==> src/logic/aia_pkg.sv <==
// constants for the alarm interrupt aggregator
package aia_pkg;
   localparam int          ADDR_W          = 16;
   localparam int          DATA_W          = 8;
   localparam int          GPI_W           = 4;
   localparam int          ALARM_N         = 3;
   // register addresses
   localparam logic [15:0] ADDR_IRQ_EN     = 16'h0079;
   localparam logic [15:0] ADDR_FACTORY_A  = 16'h007A;
   localparam logic [15:0] ADDR_FACTORY_B  = 16'h007B;
   localparam logic [15:0] ADDR_STICKY     = 16'h0200;
   localparam logic [15:0] ADDR_STICKY_RSV = 16'h0201;
   localparam logic [15:0] ADDR_GPI        = 16'h020C;
   // field positions, shared by enable and status bytes
   localparam int          BIT_REF0        = 0;
   localparam int          BIT_REF1        = 1;
   localparam int          BIT_LOCK        = 6;
   // index of each source inside the sticky vector
   localparam int          IDX_REF0        = 0;
   localparam int          IDX_REF1        = 1;
   localparam int          IDX_LOCK        = 2;
   // reset values
   localparam logic [7:0]  RST_FACTORY_A   = 8'h27;
   localparam logic [7:0]  RST_BYTE        = 8'h00;
   localparam logic [2:0]  RST_ENABLES     = 3'h0;
endpackage : aia_pkg

==> src/logic/aia_top.sv <==
// alarm interrupt aggregator: sticky alarms, enables, global irq, gpi mirror
// Functional notes
// RL1: the lock-loss sticky bit reaches the interrupt only while its enable is 1 (reset 0).
// RL2: each reference signal-loss sticky bit has its own enable, reset 0, gating the interrupt.
// RL3: a raised lock-loss or reference signal-loss alarm sets its sticky bit.
// RL4: a sticky bit stays 1 after its alarm has gone away.
// RL5: a sticky bit clears only when the host writes 1 to it; writing 0 keeps it.
// RL6: the lock-loss sticky bit shows whether any lock loss happened since the last clear.
// RL7: each reference sticky bit shows any signal loss on it since the last clear.
// RL8: enables sit at 0079: ref0 in bit 0, ref1 in bit 1, lock loss in bit 6.
// RL9: sticky bits sit at 0200: ref0 in D0, ref1 in D1, lock loss in D6; 0201 is reserved.
// RL10: byte 020C returns in its low four bits the levels of pins set as inputs.
// RL11: the global bit is the OR of enabled sticky bits and pulls the interrupt pin low.
// RL12: the host writes zero to reserved bits; reserved bits read back as zero here.
// RL13: a set and a clear in the same cycle leave the sticky bit set.
// RL14: the interrupt pin is registered, one cycle after any sticky or enable change.
`timescale 1ns/1ps
module aia_top #(
   parameter int GPI_W = aia_pkg::GPI_W
) (
   input  wire logic                      clk,
   input  wire logic                      rst_n,
   input  wire logic [aia_pkg::ADDR_W-1:0] reg_addr,
   input  wire logic                      reg_wr,
   input  wire logic [aia_pkg::DATA_W-1:0] reg_wdata,
   input  wire logic                      reg_rd,
   output logic      [aia_pkg::DATA_W-1:0] reg_rdata_ff,
   output logic                           reg_rvalid_ff,
   input  wire logic                      lock_loss,
   input  wire logic [1:0]                signal_loss,
   input  wire logic [GPI_W-1:0]          gpio_level,
   input  wire logic [GPI_W-1:0]          gpio_is_input,
   output logic                           global_irq_ff,
   output logic                           irq_pin_low_o_ff,
   output logic                           irq_pin_low_oe_ff
);
   typedef struct packed {
      logic                        lock_en;
      logic [1:0]                  ref_sigloss_irq_enable;
      logic [aia_pkg::DATA_W-1:0]  rdata;
      logic                        rvalid;
      logic                        global_irq;
      logic                        pin_out;
      logic                        pin_oe;
   } aia_state_t;

   aia_state_t                   st_ff;
   aia_state_t                   nxt_st;
   logic [aia_pkg::ALARM_N-1:0]  sticky;
   logic [aia_pkg::ALARM_N-1:0]  alarm_set;
   logic [aia_pkg::ALARM_N-1:0]  w1c;
   logic [aia_pkg::ALARM_N-1:0]  en_vec;
   logic                         wr_status;
   logic [aia_pkg::DATA_W-1:0]   rd_mux;

   // alarms are levels; holding one high keeps re-setting the flag
   assign alarm_set[aia_pkg::IDX_REF0] = signal_loss[0]; // RL3
   assign alarm_set[aia_pkg::IDX_REF1] = signal_loss[1]; // RL3
   assign alarm_set[aia_pkg::IDX_LOCK] = lock_loss;      // RL3

   // write-one clear strobes from the status byte
   assign wr_status = reg_wr && (reg_addr == aia_pkg::ADDR_STICKY);
   assign w1c[aia_pkg::IDX_REF0] = wr_status & reg_wdata[aia_pkg::BIT_REF0]; // RL5
   assign w1c[aia_pkg::IDX_REF1] = wr_status & reg_wdata[aia_pkg::BIT_REF1]; // RL5
   assign w1c[aia_pkg::IDX_LOCK] = wr_status & reg_wdata[aia_pkg::BIT_LOCK]; // RL5

   aia_sticky_bits #(
      .N      (aia_pkg::ALARM_N)
   ) u_sticky (
      .clk    (clk),
      .rst_n  (rst_n),
      .set_in (alarm_set),
      .clr_in (w1c),
      .flags  (sticky)
   );

   // enable vector in sticky order
   assign en_vec = {st_ff.lock_en, st_ff.ref_sigloss_irq_enable};

   // read data; reserved bits and unmapped addresses read zero
   always_comb
   begin
      rd_mux = aia_pkg::RST_BYTE;
      unique case (reg_addr)
         aia_pkg::ADDR_IRQ_EN:
         begin
            rd_mux[aia_pkg::BIT_REF0] = st_ff.ref_sigloss_irq_enable[0]; // RL8
            rd_mux[aia_pkg::BIT_REF1] = st_ff.ref_sigloss_irq_enable[1]; // RL8
            rd_mux[aia_pkg::BIT_LOCK] = st_ff.lock_en;                  // RL8
         end
         aia_pkg::ADDR_FACTORY_A:
            rd_mux = aia_pkg::RST_FACTORY_A;
         aia_pkg::ADDR_STICKY:
         begin
            rd_mux[aia_pkg::BIT_REF0] = sticky[aia_pkg::IDX_REF0]; // RL9
            rd_mux[aia_pkg::BIT_REF1] = sticky[aia_pkg::IDX_REF1]; // RL9
            rd_mux[aia_pkg::BIT_LOCK] = sticky[aia_pkg::IDX_LOCK]; // RL9
         end
         aia_pkg::ADDR_GPI:
            rd_mux[GPI_W-1:0] = gpio_level & gpio_is_input; // RL10
         default:
            rd_mux = aia_pkg::RST_BYTE; // RL12
      endcase
   end

   // next state: enable writes, read capture, irq aggregation
   always_comb
   begin
      nxt_st = st_ff;
      if (reg_wr && (reg_addr == aia_pkg::ADDR_IRQ_EN))
      begin
         // reserved bits of the enable byte are not stored
         nxt_st.ref_sigloss_irq_enable[0] = reg_wdata[aia_pkg::BIT_REF0]; // RL2 RL8
         nxt_st.ref_sigloss_irq_enable[1] = reg_wdata[aia_pkg::BIT_REF1]; // RL2 RL8
         nxt_st.lock_en                   = reg_wdata[aia_pkg::BIT_LOCK]; // RL1 RL8
      end
      nxt_st.rvalid = reg_rd;
      if (reg_rd)
         nxt_st.rdata = rd_mux;
      // registered so the pin never glitches on a mux change
      nxt_st.global_irq = |(sticky & en_vec); // RL1 RL2 RL11 RL14
      nxt_st.pin_oe     = |(sticky & en_vec); // RL11 RL14
      nxt_st.pin_out    = 1'b0;               // open drain only pulls low
   end

   // state register
   always_ff @(posedge clk or negedge rst_n)
   begin
      if (!rst_n)
      begin
         st_ff.lock_en                <= aia_pkg::RST_ENABLES[aia_pkg::IDX_LOCK]; // RL1
         st_ff.ref_sigloss_irq_enable <= aia_pkg::RST_ENABLES[1:0];              // RL2
         st_ff.rdata                  <= aia_pkg::RST_BYTE;
         st_ff.rvalid                 <= 1'b0;
         st_ff.global_irq             <= 1'b0;
         st_ff.pin_out                <= 1'b0;
         st_ff.pin_oe                 <= 1'b0;
      end
      else
         st_ff <= nxt_st;
   end

   assign reg_rdata_ff      = st_ff.rdata;
   assign reg_rvalid_ff     = st_ff.rvalid;
   assign global_irq_ff     = st_ff.global_irq;
   assign irq_pin_low_o_ff  = st_ff.pin_out;
   assign irq_pin_low_oe_ff = st_ff.pin_oe;
endmodule : aia_top

==> src/logic/aia_sticky_bits.sv <==
// write-one-to-clear sticky flags, set wins over clear
`timescale 1ns/1ps
module aia_sticky_bits #(
   parameter int N = 3
) (
   input  wire logic         clk,
   input  wire logic         rst_n,
   input  wire logic [N-1:0] set_in,
   input  wire logic [N-1:0] clr_in,
   output logic      [N-1:0] flags
);
   typedef struct packed {
      logic [N-1:0] bits;
   } aia_sticky_t;

   aia_sticky_t st_ff;
   aia_sticky_t nxt_st;

   // per-bit next value; a set in the clear cycle is kept
   always_comb
   begin
      nxt_st = st_ff;
      for (int i = 0; i < N; i++)
      begin
         nxt_st.bits[i] = set_in[i] | (st_ff.bits[i] & ~clr_in[i]); // RL3 RL4 RL5 RL13
      end
   end

   // flags reset to zero
   always_ff @(posedge clk or negedge rst_n)
   begin
      if (!rst_n)
         st_ff <= '0; // RL6 RL7
      else
         st_ff <= nxt_st;
   end

   assign flags = st_ff.bits;
endmodule : aia_sticky_bits

==> config.mk <==
export PLATFORM = sky130hd
export DESIGN_NAME = aia_top
export DESIGN_NICKNAME = d
export VERILOG_FILES = /design/src/logic/aia_pkg.sv /design/src/logic/aia_top.sv /design/src/logic/aia_sticky_bits.sv
export SDC_FILE = /design/constraint.sdc
export NUM_CORES = 1
export LEC_CHECK = 0
export BUFFER_PORTS_ARGS = -buffer_cell sky130_fd_sc_hd__buf_2
export CAP_MARGIN = 10
export CORE_MARGIN = 10
export CORE_UTILIZATION = 37
export DETAILED_ROUTE_END_ITERATION = 8
export GPL_TIMING_DRIVEN = 0
export PLACE_DENSITY_LB_ADDON = 0.2
export SLEW_MARGIN = 30
export SYNTH_ARGS = -nofsm -noshare
export SYNTH_HDL_FRONTEND = slang
export SYNTH_HIERARCHICAL = 1
export SYNTH_SLANG_ARGS = --single-unit
==> constraint.sdc <==
create_clock -name clk -period 1 [get_ports clk]
set_input_delay 0.2 -clock clk [delete_from_list [all_inputs] [get_ports clk]]
set_output_delay 0.2 -clock clk [all_outputs]
set_load 0.02 [all_outputs]
# Yosys cells after proc, flatten, opt, wreduce, memory -nomap -nowiden
# Cells that the tools add are included.
# word_totals
out_inout_bits	12
wordCells	31
reg_bits	15
input_bits	39
# op_classes
n_eq_ne	4
muxes	4
reduce_logical	3
n_bitwise	14
# ops
cell	n
$eq A16 B10 Y1 const B	2
$eq A16 B7 Y1 const B	2
$pmux W2 S4	1
$and A1 B1 Y1	6
$and A4 B4 Y4	1
$pmux W2 S2	1
$and A3 B3 Y3	1
$not A1 Y1	3
$or A1 B1 Y1	3
$reduce_or A3 Y1	1
$logic_and A1 B1 Y1	2
$mux W2	1
$pmux W1 S2	1

# Depth between registers and ports, before layout
# Gate-level depths: netlist (run 1).
# depth
word_depth	6
ltp_mapped	5
ltp_nobuf	5

# Modules after synthesis
# Netlist (run 1), hierarchy kept.
# modules_own_cells
mod	area_each_um2	n_inst	seq_area_each_um2	cells_per_inst
aia_top	685.7	1	275.3	58
aia_sticky_bits	108.9	1	75.1	9

# Worst setup path after synthesis (run 1)
# No wires, ideal clock.
# synth_path
path_kind	in2reg
from	in reg_addr[13] in the netlist's numbering
to	reg st_ff (netlist bit en_vec[0])
n_path_buf	0
path_stages	4
arrival_ps	1606
path_slack_ps	-731
required_ps	875
setup_time_ps	125
cell_sequence	or4_4 -> nor4_4 -> nand2_2 -> mux2_4
# synth_between
elab_chain_cells	2
# synth_rtl
element	line_no	rtl
start: declaration	aia_top.sv:23	input wire logic [aia_pkg::ADDR_W-1:0] reg_addr,
$eq A16 B7 Y1	aia_top.sv:110	if (reg_wr && (reg_addr == aia_pkg::ADDR_IRQ_EN))
$logic_and A1 B1 Y1	aia_top.sv:110	
end signal: assignment	aia_top.sv:140	st_ff <= nxt_st;
end: declaration	aia_top.sv:47	aia_state_t st_ff;
# No other way between the ends.
# A chain may end at the register's enable or synchronous reset.

# Worst setup path after layout (run 1)
# Same ends and word-level chain as after synthesis.

==> results, run 1 <==
- The run finished, with violations left.
- The final reports fail on negative setup slack.
- For this design the ratio of total power to cell area is 835 mW/mm².
- The total area inside the core boundary comes to 0.00200 mm².
- The sequential share of power is 55.0%.
- The number of placed instances, taps included, is 138.
- The maximum number of pins on one net before global-route repair is 15.
- The sum of overflow across all layers after global routing is 0.
- The clock arrives with 2.82 ps of skew.
- The first global-routing pass estimated 3580 µm of wire.
- Setup violations remaining at the end of the flow were counted as 19.
- The total power after layout is 1.03 mW.
- The type of element capturing the critical path is a flip-flop.
- In this run the power spent charging and discharging nets is 0.246 mW.
- After routing, the total negative slack on setup checks comes to -5890 ps.
- The last weighted congestion value of the routability-driven placer is 0.742.
- The initial antenna violation count is 1.
- The final-report hold violation count was 0.
- At the placement stage, the worst setup path has a slack of -923 ps.
- Setup repair after global routing could not meet its margin everywhere.
- VDD sags by at most 0.000363 V.
- Sorting the synthesized cells by area gives the leading types as dfrtp_1, nor4_4, mux2_4.
- Counting I/O delays and the setup requirement, the final critical path takes 1560 ps.
- The root buffer cell chosen for the clock tree is clkbuf_4.
- Counting flops and latches in the post-synthesis netlist gives 14.
- The maximum clock frequency is 0.641 GHz.
- Of the total power, combinational logic draws 14.9%.
- The initial core utilization is 39.7%.
- The fraction of layout cells with a size suffix above 1 is 58.9%.
- The clock network is responsible for 30.1% of the overall power.
- The average instance area after synthesis is 11.9 µm².
- Counting instances in the post-synthesis netlist gives the leading cell types as dfrtp_1, inv_1, and3_1, buf_4.
- The cell with the most instances after synthesis is dfrtp_1.
- No sink is reached through more buffers than the 2 on the longest clock path.
- The path category of the worst min-delay check is input pin to flip-flop.
- The synthesized netlist devotes 11.7% of its cell area to compound gates.
- Yosys printed 6 warnings.
- Dividing the detail-routed wire length by the instance count gives 14.8 µm.
- STA classifies the critical path startpoint as an input pin.
- Buffers inserted during clock tree synthesis total 3.
- The horizontal extent of the die is 66.3 µm.
- The synthesized design contains 0 enable-type register cells.
- The full die area is 0.00440 mm².
- Once routing completed, OpenROAD measured the worst setup slack at -559 ps.
- The share of the Yosys chip area taken by registers is 44.1%.
- In this run the static leakage power is 0.634 nW.
- The average vias per placed instance is 4.92.
- The switching share of power is 23.8%.
- Global routing consumed, over all layers together, 10.4% of the routing resources.
- The number of nets in the layout is 165.
- After technology mapping, the gate count stands at 67.
- The number of design-rule violations left by the first detailed-router iteration is 28.
- The die boundary height is 66.3 µm.
- The number of distinct library cells after synthesis is 27.
- The synthesized design devotes to its leading area cell type 44.1% of total area.
- The number of remaining DRC errors is 0.
- STA puts the critical path data required time at 1160 ps.
- The number of max-capacitance violations reported is 0.
- The number of placement rows is 16.
- The final antenna-violating net count is 0.
- Data on the critical path arrives at its endpoint at 1720 ps.
- After synthesis, the largest family of logic cells by area is simple AND/OR/NAND/NOR gates.
- From synthesis to final layout, the design area changed by 55.9%.
- Of all nets on the critical path, the largest fanout is 5.
- Of the available clock period, the critical path in the final layout requires 156%.
- The multiplexer share of the synthesized area is 9.92%.
- The summed area of non-filler cells in the final layout is 0.00124 mm².
- Summing the areas of all fa, ha and maj instances in the mapped netlist gives 0% of the synthesized area.
- CTS built an H-tree with a depth of 1.
- The final route contains 748 vias.
- The pre-antenna-repair detailed-routing pass consisted of 5 iterations.
- The cell area after placement is 0.00105 mm².
- The final max-slew violation count was 0.
- The tree built by TritonCTS fans out to 14 sinks.
- The library cell occupying the most area in the post-synthesis netlist is dfrtp_1.
- Input and output buffers added on the ports amount to 42.
- The synthesized netlist devotes 26.3% of its cell area to simple gates.
- The fraction of synthesized cell area in xor and xnor cells is 0%.
- By startpoint and endpoint, the worst setup path is classified as input pin to flip-flop.
- The clock slew seen by the registers of the worst setup and hold paths is 80 ps.
- The internal power of the cells totals 0.788 mW.
- The via count of the first global-routing pass is 802.
- After synthesis, the share of flip-flops with an asynchronous set or reset is 100%.
- In this run the count of I/O pins placed on the die edge is 51.
- The clock latency at the later pin of the worst-skew pair is 270 ps.
- The TritonCTS clock tree is built.
- Leaving out filler cells and counting taps, the final layout contains 152.
- The netlist area before placement is 795 µm².
- The wire-length estimate of the detail-placed layout is 1720 µm.
- The most used flip-flop cell after synthesis is dfrtp_1.
- After detailed routing, the total wire length is 2240 µm.
==> cell usage in the layout, fill, tap and decap left out, types with 3 or more instances in the layout <==
master	count
buf_2	31
or4_4	3
conb_1	3
a21o_1	3
clkbuf_4	3
nor4_4	3
buf_6	12
and3_1	4
buf_4	12
dfrtp_1	14
inv_1	7
mux2_4	4
==> state kept, by name (all words and copies together), names as in the netlist <==
name               count
en_vec                 3
irq_pin_low_oe_ff      1
reg_rdata_ff           6
reg_rvalid_ff          1
u_sticky/flags         3
==> per-stage QoR <==
step / hold WS, ps / util, %
after floorplan: -95.6 / -
final: 39.5 / 61.9
after global routing: 33.9 / 61.9
after global placement: 112 / 52.4
after detailed placement: 116 / 52.4
after CTS: 36.0 / 60.2
==> power by group through the flow <==
| stage | Combinational [mW] | Clock (mW) | Sequential (mW) |
|---|---|---|---|
| detailed placement | 0.138 | 0 | 0.579 |
| CTS | 0.149 | 0.323 | 0.568 |
| global route | 0.169 | 0.348 | 0.569 |
| floorplan | 0.0477 | 0 | 0.583 |
| global placement | 0.134 | 0 | 0.579 |
| finish | 0.154 | 0.311 | 0.569 |
==> critical path: stages <==
cell	delay [ps]
buf_6	90
or4_4	580
nor4_4	390
nand2_2	150
mux2_4	310
==> what timing repair did <==
| action | 4_1_cts | 5_1_grt |
|---|---|---|
| pin swaps | 6 | 4 |
| setup buffers | 7 | 2 |
| resized for setup | 20 | 5 |
| hold buffers | 1 | 0 |
| hold endpoints to repair | 14 | 0 |
| endpoints found under the setup margin | 20 | 22 |
==> routing by layer <==
layer,vias up,wire length [µm],global-route usage (%)
met1,352,839,10.1
met3,4,147,2.71
met5,-,0,0
li1,369,-,-
met2,23,1190,18.8
met4,0,68,6.81
==> cell type report <==
class | instances | area (µm²)
fillers | 174 | 763
plain buffers | 5 | 37.5
inverters | 7 | 26.3
repair buffers | 52 | 357
diodes | 1 | 2.50
well taps | 27 | 33.8
flip-flops and latches | 14 | 350
clock buffers | 3 | 22.5
multi-input cells | 43 | 409
==> kinds of logic after synthesis <==
kind of cell           after synthesis
AO/OA/AOI/OAI                       12
flip-flops                          14
other                                1
buffers and inverters               12
AND/OR/NAND/NOR                     22
multiplexers                         6
==> path summary, 6_finish.rpt <==
kind                                          end  slack [ps]         startpoint  cells past startpoint
worst max register to register    reg_rdata_ff[0]        -100  u_sticky/flags[0]                      3
min in group asynchronous         reg_rdata_ff[2]         390              rst_n                      2
worst min-delay path                reg_rvalid_ff          40             reg_rd                      1
max in group asynchronous               en_vec[2]         370              rst_n                      2
worst min register to register  u_sticky/flags[2]         520  u_sticky/flags[2]                      1
worst max-delay path                    en_vec[0]        -560       reg_addr[13]                      5
No activity file was read; power rests on OpenSTA's default activity.
==> run 2, diff against run 1 <==
--- a/config.mk
+++ b/config.mk
@@ -11,6 +11,7 @@
 export CORE_UTILIZATION = 37
 export DETAILED_ROUTE_END_ITERATION = 8
 export GPL_TIMING_DRIVEN = 0
+export MAX_ROUTING_LAYER = met4
 export PLACE_DENSITY_LB_ADDON = 0.2
 export SLEW_MARGIN = 30
 export SYNTH_ARGS = -nofsm -noshare
==> run 2 against run 1 <==
The run still ends with negative setup slack left. Global-route usage grew 0.26 points. Worst setup slack improved by 1.2 ps. Combinational power is essentially flat. Sequential power is essentially flat. Critical path depth did not move. Clock skew is essentially flat. Count of clock-buffer cells in the layout stayed put. Design area unchanged. Sequential share of layout area unchanged. Wire length down 0.85%. Final cell count unchanged. Largest cell class unchanged.
==> results, run 2 (synthesized netlist as in run 1, its figures left out) <==
- The run finished, with violations left.
- The checks that failed: negative setup slack.
- The routed wire length per instance is 14.6 µm (-0.85%).
- The power per cell area was 834 mW/mm² (about the same).
- The total via count in the routed design is 748 (unchanged).
- The fraction of layout cells with a size suffix above 1 is 58.9% (unchanged).
- The average vias per placed instance is 4.92 (unchanged).
- The top cell types in the final layout, fill and taps aside, are buf_2, dfrtp_1, buf_4, buf_6, inv_1.
- The sum of negative setup slack is -5880 ps (+10.3 ps).
- The final count of negative-setup-slack endpoints is 20 (+1).
- The path category of the worst min-delay check is input pin to flip-flop.
- The maximum fanout along the worst path is 5 (unchanged).
- The initial antenna violation count was 1 (unchanged).
- The clock buffer count from CTS came to 3 (unchanged).
- The static power due to leakage is 0.634 nW (unchanged).
- The number of nets in the layout is 165 (unchanged).
- The type of element capturing the critical path is a flip-flop.
- The horizontal extent of the die is 66.3 µm (unchanged).
- The final standard cell utilization of the core is 61.9% (unchanged).
- The worst setup path is of the input pin to flip-flop kind.
- The port buffer count is 42 (unchanged).
- The clock sink count is 14 (unchanged).
- The multi-input combinational cell area is 409 µm² (unchanged).
- The sequential standard cell area came to 350 µm² (unchanged).
- The half-perimeter wire length after detailed placement was 1720 µm (unchanged).
- The flip-flop count of the largest register, all copies and words added came to 6 (unchanged).
- The fraction of the cycle the final worst path needs is 156% (about the same).
- The number of primary I/O pins was 51 (unchanged).
- The worst clock skew came to 2.80 ps (-0.0197 ps).
- The last weighted congestion value of the routability-driven placer is 0.751 (+1.2%).
- The final-report hold violation count was 0 (unchanged).
- The final critical-path setup slack is -558 ps (+1.22 ps).
- The full die area came to 0.00440 mm² (unchanged).
- The overall fraction of global-route tracks in use is 10.6% (+0.26 points).
- Leaving out fill and tap cells, the most frequent cell in the layout is buf_2.
- The final antenna-violating net count came to 0 (unchanged).
- The total power after layout is 1.03 mW (about the same).
- The number of remaining DRC errors is 0 (unchanged).
- The clock latency at the later pin of the worst-skew pair is 270 ps (about the same).
- The minimum clock period after layout was 1560 ps (-1.22 ps).
- The clock slew seen by the registers of the worst setup and hold paths came to 80 ps (about the same).
- The TritonCTS clock tree is built.
- The aggregate routed wire length is 2220 µm (-0.85%).
- The maximum number of pins on one net before global-route repair came to 15 (unchanged).
- The master cell of the clock root buffer is clkbuf_4.
- The number of placement rows is 16 (unchanged).
- The critical path arrival is 1720 ps (about the same).
- The largest buffer count on any clock path is 2 (unchanged).
- The number of detailed-routing iterations run before antenna repair is 5 (unchanged).
- Setup repair after global routing could not meet its margin everywhere.
- STA classifies the critical path startpoint as an input pin.
- The die boundary height is 66.3 µm (unchanged).
- The number of design-rule violations left by the first detailed-router iteration is 27 (-3.6%).
- The number of max-capacitance violations reported is 0 (unchanged).
- The sum of overflow across all layers after global routing is 0 (unchanged).
- The number of inserted filler cells in the final layout is 174 (unchanged).
- The worst ir drop on vdd is 0.000363 V (about the same).
- The final max-slew violation count came to 0 (unchanged).
- The initial core utilization is 39.7% (unchanged).
- The maximum clock frequency is 0.642 GHz (about the same).
- The level count of the clock H-tree is 1 (unchanged).
- The via count of the first global-routing pass was 805 (+0.37%).
- The layout overhead on the synthesized area is 55.9% (unchanged).
- The required time reported for the critical path endpoint came to 1160 ps (about the same).
- The first-pass GRT wire length is 3560 µm (-0.59%).
- The floorplan core area was 0.00200 mm² (unchanged).
[run 2: cell counts in the layout (fill, tap and decap cells not counted)]
No cell type changed its count.
[run 2: worst paths after layout]
kind	from	endpoint	slack [ps]	depth (start not counted)
max reg2reg	u_sticky/flags[0]	reg_rdata_ff[0]	-100	3
min reg2reg	u_sticky/flags[2]	u_sticky/flags[2]	520	1
min	reg_rd	reg_rvalid_ff	40	1
max in group asynchronous	rst_n	en_vec[2]	380	2
max	reg_addr[13]	en_vec[0]	-560	5
min in group asynchronous	rst_n	reg_rdata_ff[2]	390	2
[run 2: timing repair]
action / CTS / global route
setup endpoints to repair: 20 / 22
hold endpoints to repair: 14 / 0
setup buffers: 7 / 2
pin swaps: 6 / 4
gates resized for setup: 20 / 5
hold buffers: 1 / 0
[run 2: stage by stage]
step	cell area (µm²)	hold WS [ps]	std cells	setup slack, ps
6_report	1240	39.5	152	-558
5_1_grt	1240	34.0	152	-591
4_1_cts	1200	36.0	149	-544
3_5_place_dp	1050	116	138	-923
3_3_place_gp	1050	112	138	-902
2_1_floorplan	806	-95.6	69	-711
[run 2: area by class of cell]
class,count,area share [%]
clock buffer,3,1.82
antenna,1,0.202
sequential,14,28.3
buffer,5,3.03
multi-input combinational,43,33.0
inverter,7,2.12
timing repair buffer,52,28.8
tap,27,2.73
[run 2: where the power goes]
part           switching [mW]  internal [mW]  leakage, nW
combinational          0.0721         0.0813        0.443
sequential           0.000955          0.568        0.178
clock                   0.172          0.139       0.0138
[run 2: metal layers]
| metal | up-vias | wire (µm) | global-route usage (%) | part of all wire [%] |
|---|---|---|---|---|
| met2 | 23 | 1180 | 18.5 | 53 |
| li1 | 369 | - | - | - |
| met1 | 352 | 861 | 10.6 | 39 |
| met3 | 4 | 110 | 2.03 | 4.9 |
| met5 | - | 0 | - | 0 |
| met4 | 0 | 67 | 6.81 | 3.0 |
[run 2: worst max-delay path: stages]
cell and delay, ps:
buf_6 90, or4_4 580, nor4_4 390, nand2_2 150, mux2_4 310
==> run 3, diff against run 2 <==
--- a/config.mk
+++ b/config.mk
@@ -13,6 +13,7 @@
 export GPL_TIMING_DRIVEN = 0
 export MAX_ROUTING_LAYER = met4
 export PLACE_DENSITY_LB_ADDON = 0.2
+export RECOVER_POWER = 25
 export SLEW_MARGIN = 30
 export SYNTH_ARGS = -nofsm -noshare
 export SYNTH_HDL_FRONTEND = slang
==> run 3 against run 2 <==
The run still ends with negative setup slack left. Wire length about the same. Global-route usage unchanged. Clock power about the same. Worst hold slack unchanged. Design area unchanged. Register-to-register slack about the same. Clock skew unchanged. Largest cell class unchanged.
==> results, run 3 (synthesized netlist as in run 1, its figures left out) <==
- The flow ran to the end, but the final reports show violations.
- The final reports fail on negative setup slack.
- The final-report hold violation count is 0 (unchanged).
- The master cell of the clock root buffer is clkbuf_4.
- The aggregate routed wire length is 2220 µm (about the same).
- The initial antenna violation count is 1 (unchanged).
- The final antenna-violating net count came to 0 (unchanged).
- The non-filler instance count after layout is 152 (unchanged).
- The clock latency at the later pin of the worst-skew pair was 270 ps (about the same).
- The number of max-capacitance violations reported came to 0 (unchanged).
- The final critical-path setup slack is -558 ps (unchanged).
- The layout overhead on the synthesized area is 55.9% (unchanged).
- The via count of the first global-routing pass was 805 (unchanged).
- The overall fraction of global-route tracks in use came to 10.6% (unchanged).
- TritonCTS built the clock tree.
- The routed wire length per instance is 14.6 µm (about the same).
- The maximum clock frequency is 0.642 GHz (unchanged).
- The total power after layout is 1.03 mW (about the same).
- The worst clock skew is 2.80 ps (unchanged).
- The fraction of layout cells with a size suffix above 1 is 58.9% (unchanged).
- The path class of the tightest hold or removal check is input pin to flip-flop.
- The number of detailed-routing iterations run before antenna repair is 5 (unchanged).
- The initial core utilization is 39.7% (unchanged).
- The die boundary height is 66.3 µm (unchanged).
- The number of placement rows is 16 (unchanged).
- Walking the worst path, the cells encountered are buf_6 > or4_4 > nor4_4 > nand2_2 > mux2_4.
- The worst ir drop on vdd came to 0.000363 V (about the same).
- The cell area after placement was 0.00105 mm² (unchanged).
- The cell count after placement is 138 (unchanged).
- The flip-flop count of the largest register, all copies and words added came to 6 (unchanged).
- The critical path class is input pin to flip-flop.
- The fraction of the cycle the final worst path needs is 156% (unchanged).
- The port buffer count is 42 (unchanged).
- The summed area of non-filler cells in the final layout is 0.00124 mm² (unchanged).
- The last weighted congestion value of the routability-driven placer is 0.751 (unchanged).
- The library cells used most frequently in the layout, excluding fill and tap cells, are buf_2, dfrtp_1, buf_4, buf_6, inv_1.
- The minimum clock period after layout is 1560 ps (unchanged).
- The delay of the slowest cell on the worst path is 580 ps (about the same).
- The final max-slew violation count is 0 (unchanged).
- The maximum number of pins on one net before global-route repair came to 15 (unchanged).
- The clock buffer count from CTS came to 3 (unchanged).
- The worst setup path is captured at a flip-flop.
- The number of inserted filler cells in the final layout is 174 (unchanged).
- The number of nets in the layout is 165 (unchanged).
- The number of remaining DRC errors is 0 (unchanged).
- STA classifies the critical path startpoint as an input pin.
- The horizontal extent of the die is 66.3 µm (unchanged).
- The level count of the clock H-tree is 1 (unchanged).
- The static power due to leakage is 0.635 nW (about the same).
- The final count of negative-setup-slack endpoints came to 20 (unchanged).
- The first-pass GRT wire length is 3560 µm (unchanged).
- The full die area is 0.00440 mm² (unchanged).
- The number of primary I/O pins came to 51 (unchanged).
- The clock slew seen by the registers of the worst setup and hold paths is 80 ps (about the same).
- The maximum fanout along the worst path was 5 (unchanged).
- The floorplan core area is 0.00200 mm² (unchanged).
- The critical path arrival was 1720 ps (about the same).
- The power per cell area was 834 mW/mm² (about the same).
- The sum of overflow across all layers after global routing is 0 (unchanged).
- The setup slack after placement is -923 ps (unchanged).
- The total via count in the routed design came to 748 (unchanged).
- The half-perimeter wire length after detailed placement was 1720 µm (unchanged).
- The largest buffer count on any clock path is 2 (unchanged).
- The number of design-rule violations left by the first detailed-router iteration is 27 (unchanged).
- The number of cell instances on the worst register-to-register path is 3 (unchanged).
- The average vias per placed instance is 4.92 (unchanged).
- Setup repair after global routing could not meet its margin everywhere.
- The number of cells on the worst hold path is 1 (unchanged).
- Leaving out fill and tap cells, the most frequent cell in the layout is buf_2.
- The clock sink count is 14 (unchanged).
- The required time reported for the critical path endpoint came to 1160 ps (about the same).
- Among all stages on the critical path, the largest delay is contributed by or4_4.
## run 3: changes by cell type in the layout (fill, tap and decap cells not counted)
cell,previous run,this run
clkbuf_2,0,1
buf_2,31,30
## run 3: per-layer routing
layer	global-route usage, %	part of all wire, %	vias up	wire (µm)
li1	-	-	369	-
met4	6.81	3.0	0	67
met5	-	0	-	0
met3	2.03	5.0	4	110
met2	18.5	53	23	1180
met1	10.6	39	352	860
## run 3: worst max-delay path, delay by kind of cell
kind	cells	cell delay, ps
buf+inv	1	90
mux	1	310
simple gates	3	1120
## run 3: cell type report
type | instances | area (µm²) | area share [%]
Clock buffer | 3 | 22.5 | 1.82
Sequential cell | 14 | 350 | 28.3
Tap cell | 27 | 33.8 | 2.73
Timing Repair Buffer | 52 | 357 | 28.8
Inverter | 7 | 26.3 | 2.12
Buffer | 5 | 37.5 | 3.03
Multi-Input combinational cell | 43 | 409 | 33.0
Antenna cell | 1 | 2.50 | 0.202
## run 3: power by group
| group | total (mW) | switching (mW) | internal (mW) |
|---|---|---|---|
| registers | 0.569 | 0.000955 | 0.568 |
| logic | 0.153 | 0.0721 | 0.0812 |
| clock network | 0.311 | 0.172 | 0.139 |
## run 3: path summary, 6_finish.rpt
| check | from | slack, ps | endpoint |
|---|---|---|---|
| setup / recovery | reg_addr[13] | -560 | en_vec[0] |
| hold / removal | reg_rd | 40 | reg_rvalid_ff |
| setup reg to reg | u_sticky/flags[0] | -100 | reg_rdata_ff[0] |
| hold reg to reg | u_sticky/flags[2] | 520 | u_sticky/flags[2] |
| max in group asynchronous | rst_n | 350 | en_vec[2] |
| min in group asynchronous | rst_n | 400 | reg_rdata_ff[2] |
## run 3: metrics by stage
stage                     utilization, %  setup TNS [ps]  hold WS (ps)
after floorplan                        -           -7150         -95.6
after global routing                61.9           -6660          34.0
after global placement              52.4           -9770           112
after CTS                           60.2           -5840          36.0
after detailed placement            52.4           -9980           116
final                               61.9           -5880          39.5
## run 3: what timing repair did
item	in CTS	in global routing
endpoints found under the hold margin	14	0
hold buffers	1	0
buffers inserted	7	2
pin swaps	6	4
setup endpoints to repair	20	22
resized for setup	20	5
gates cloned	0	0
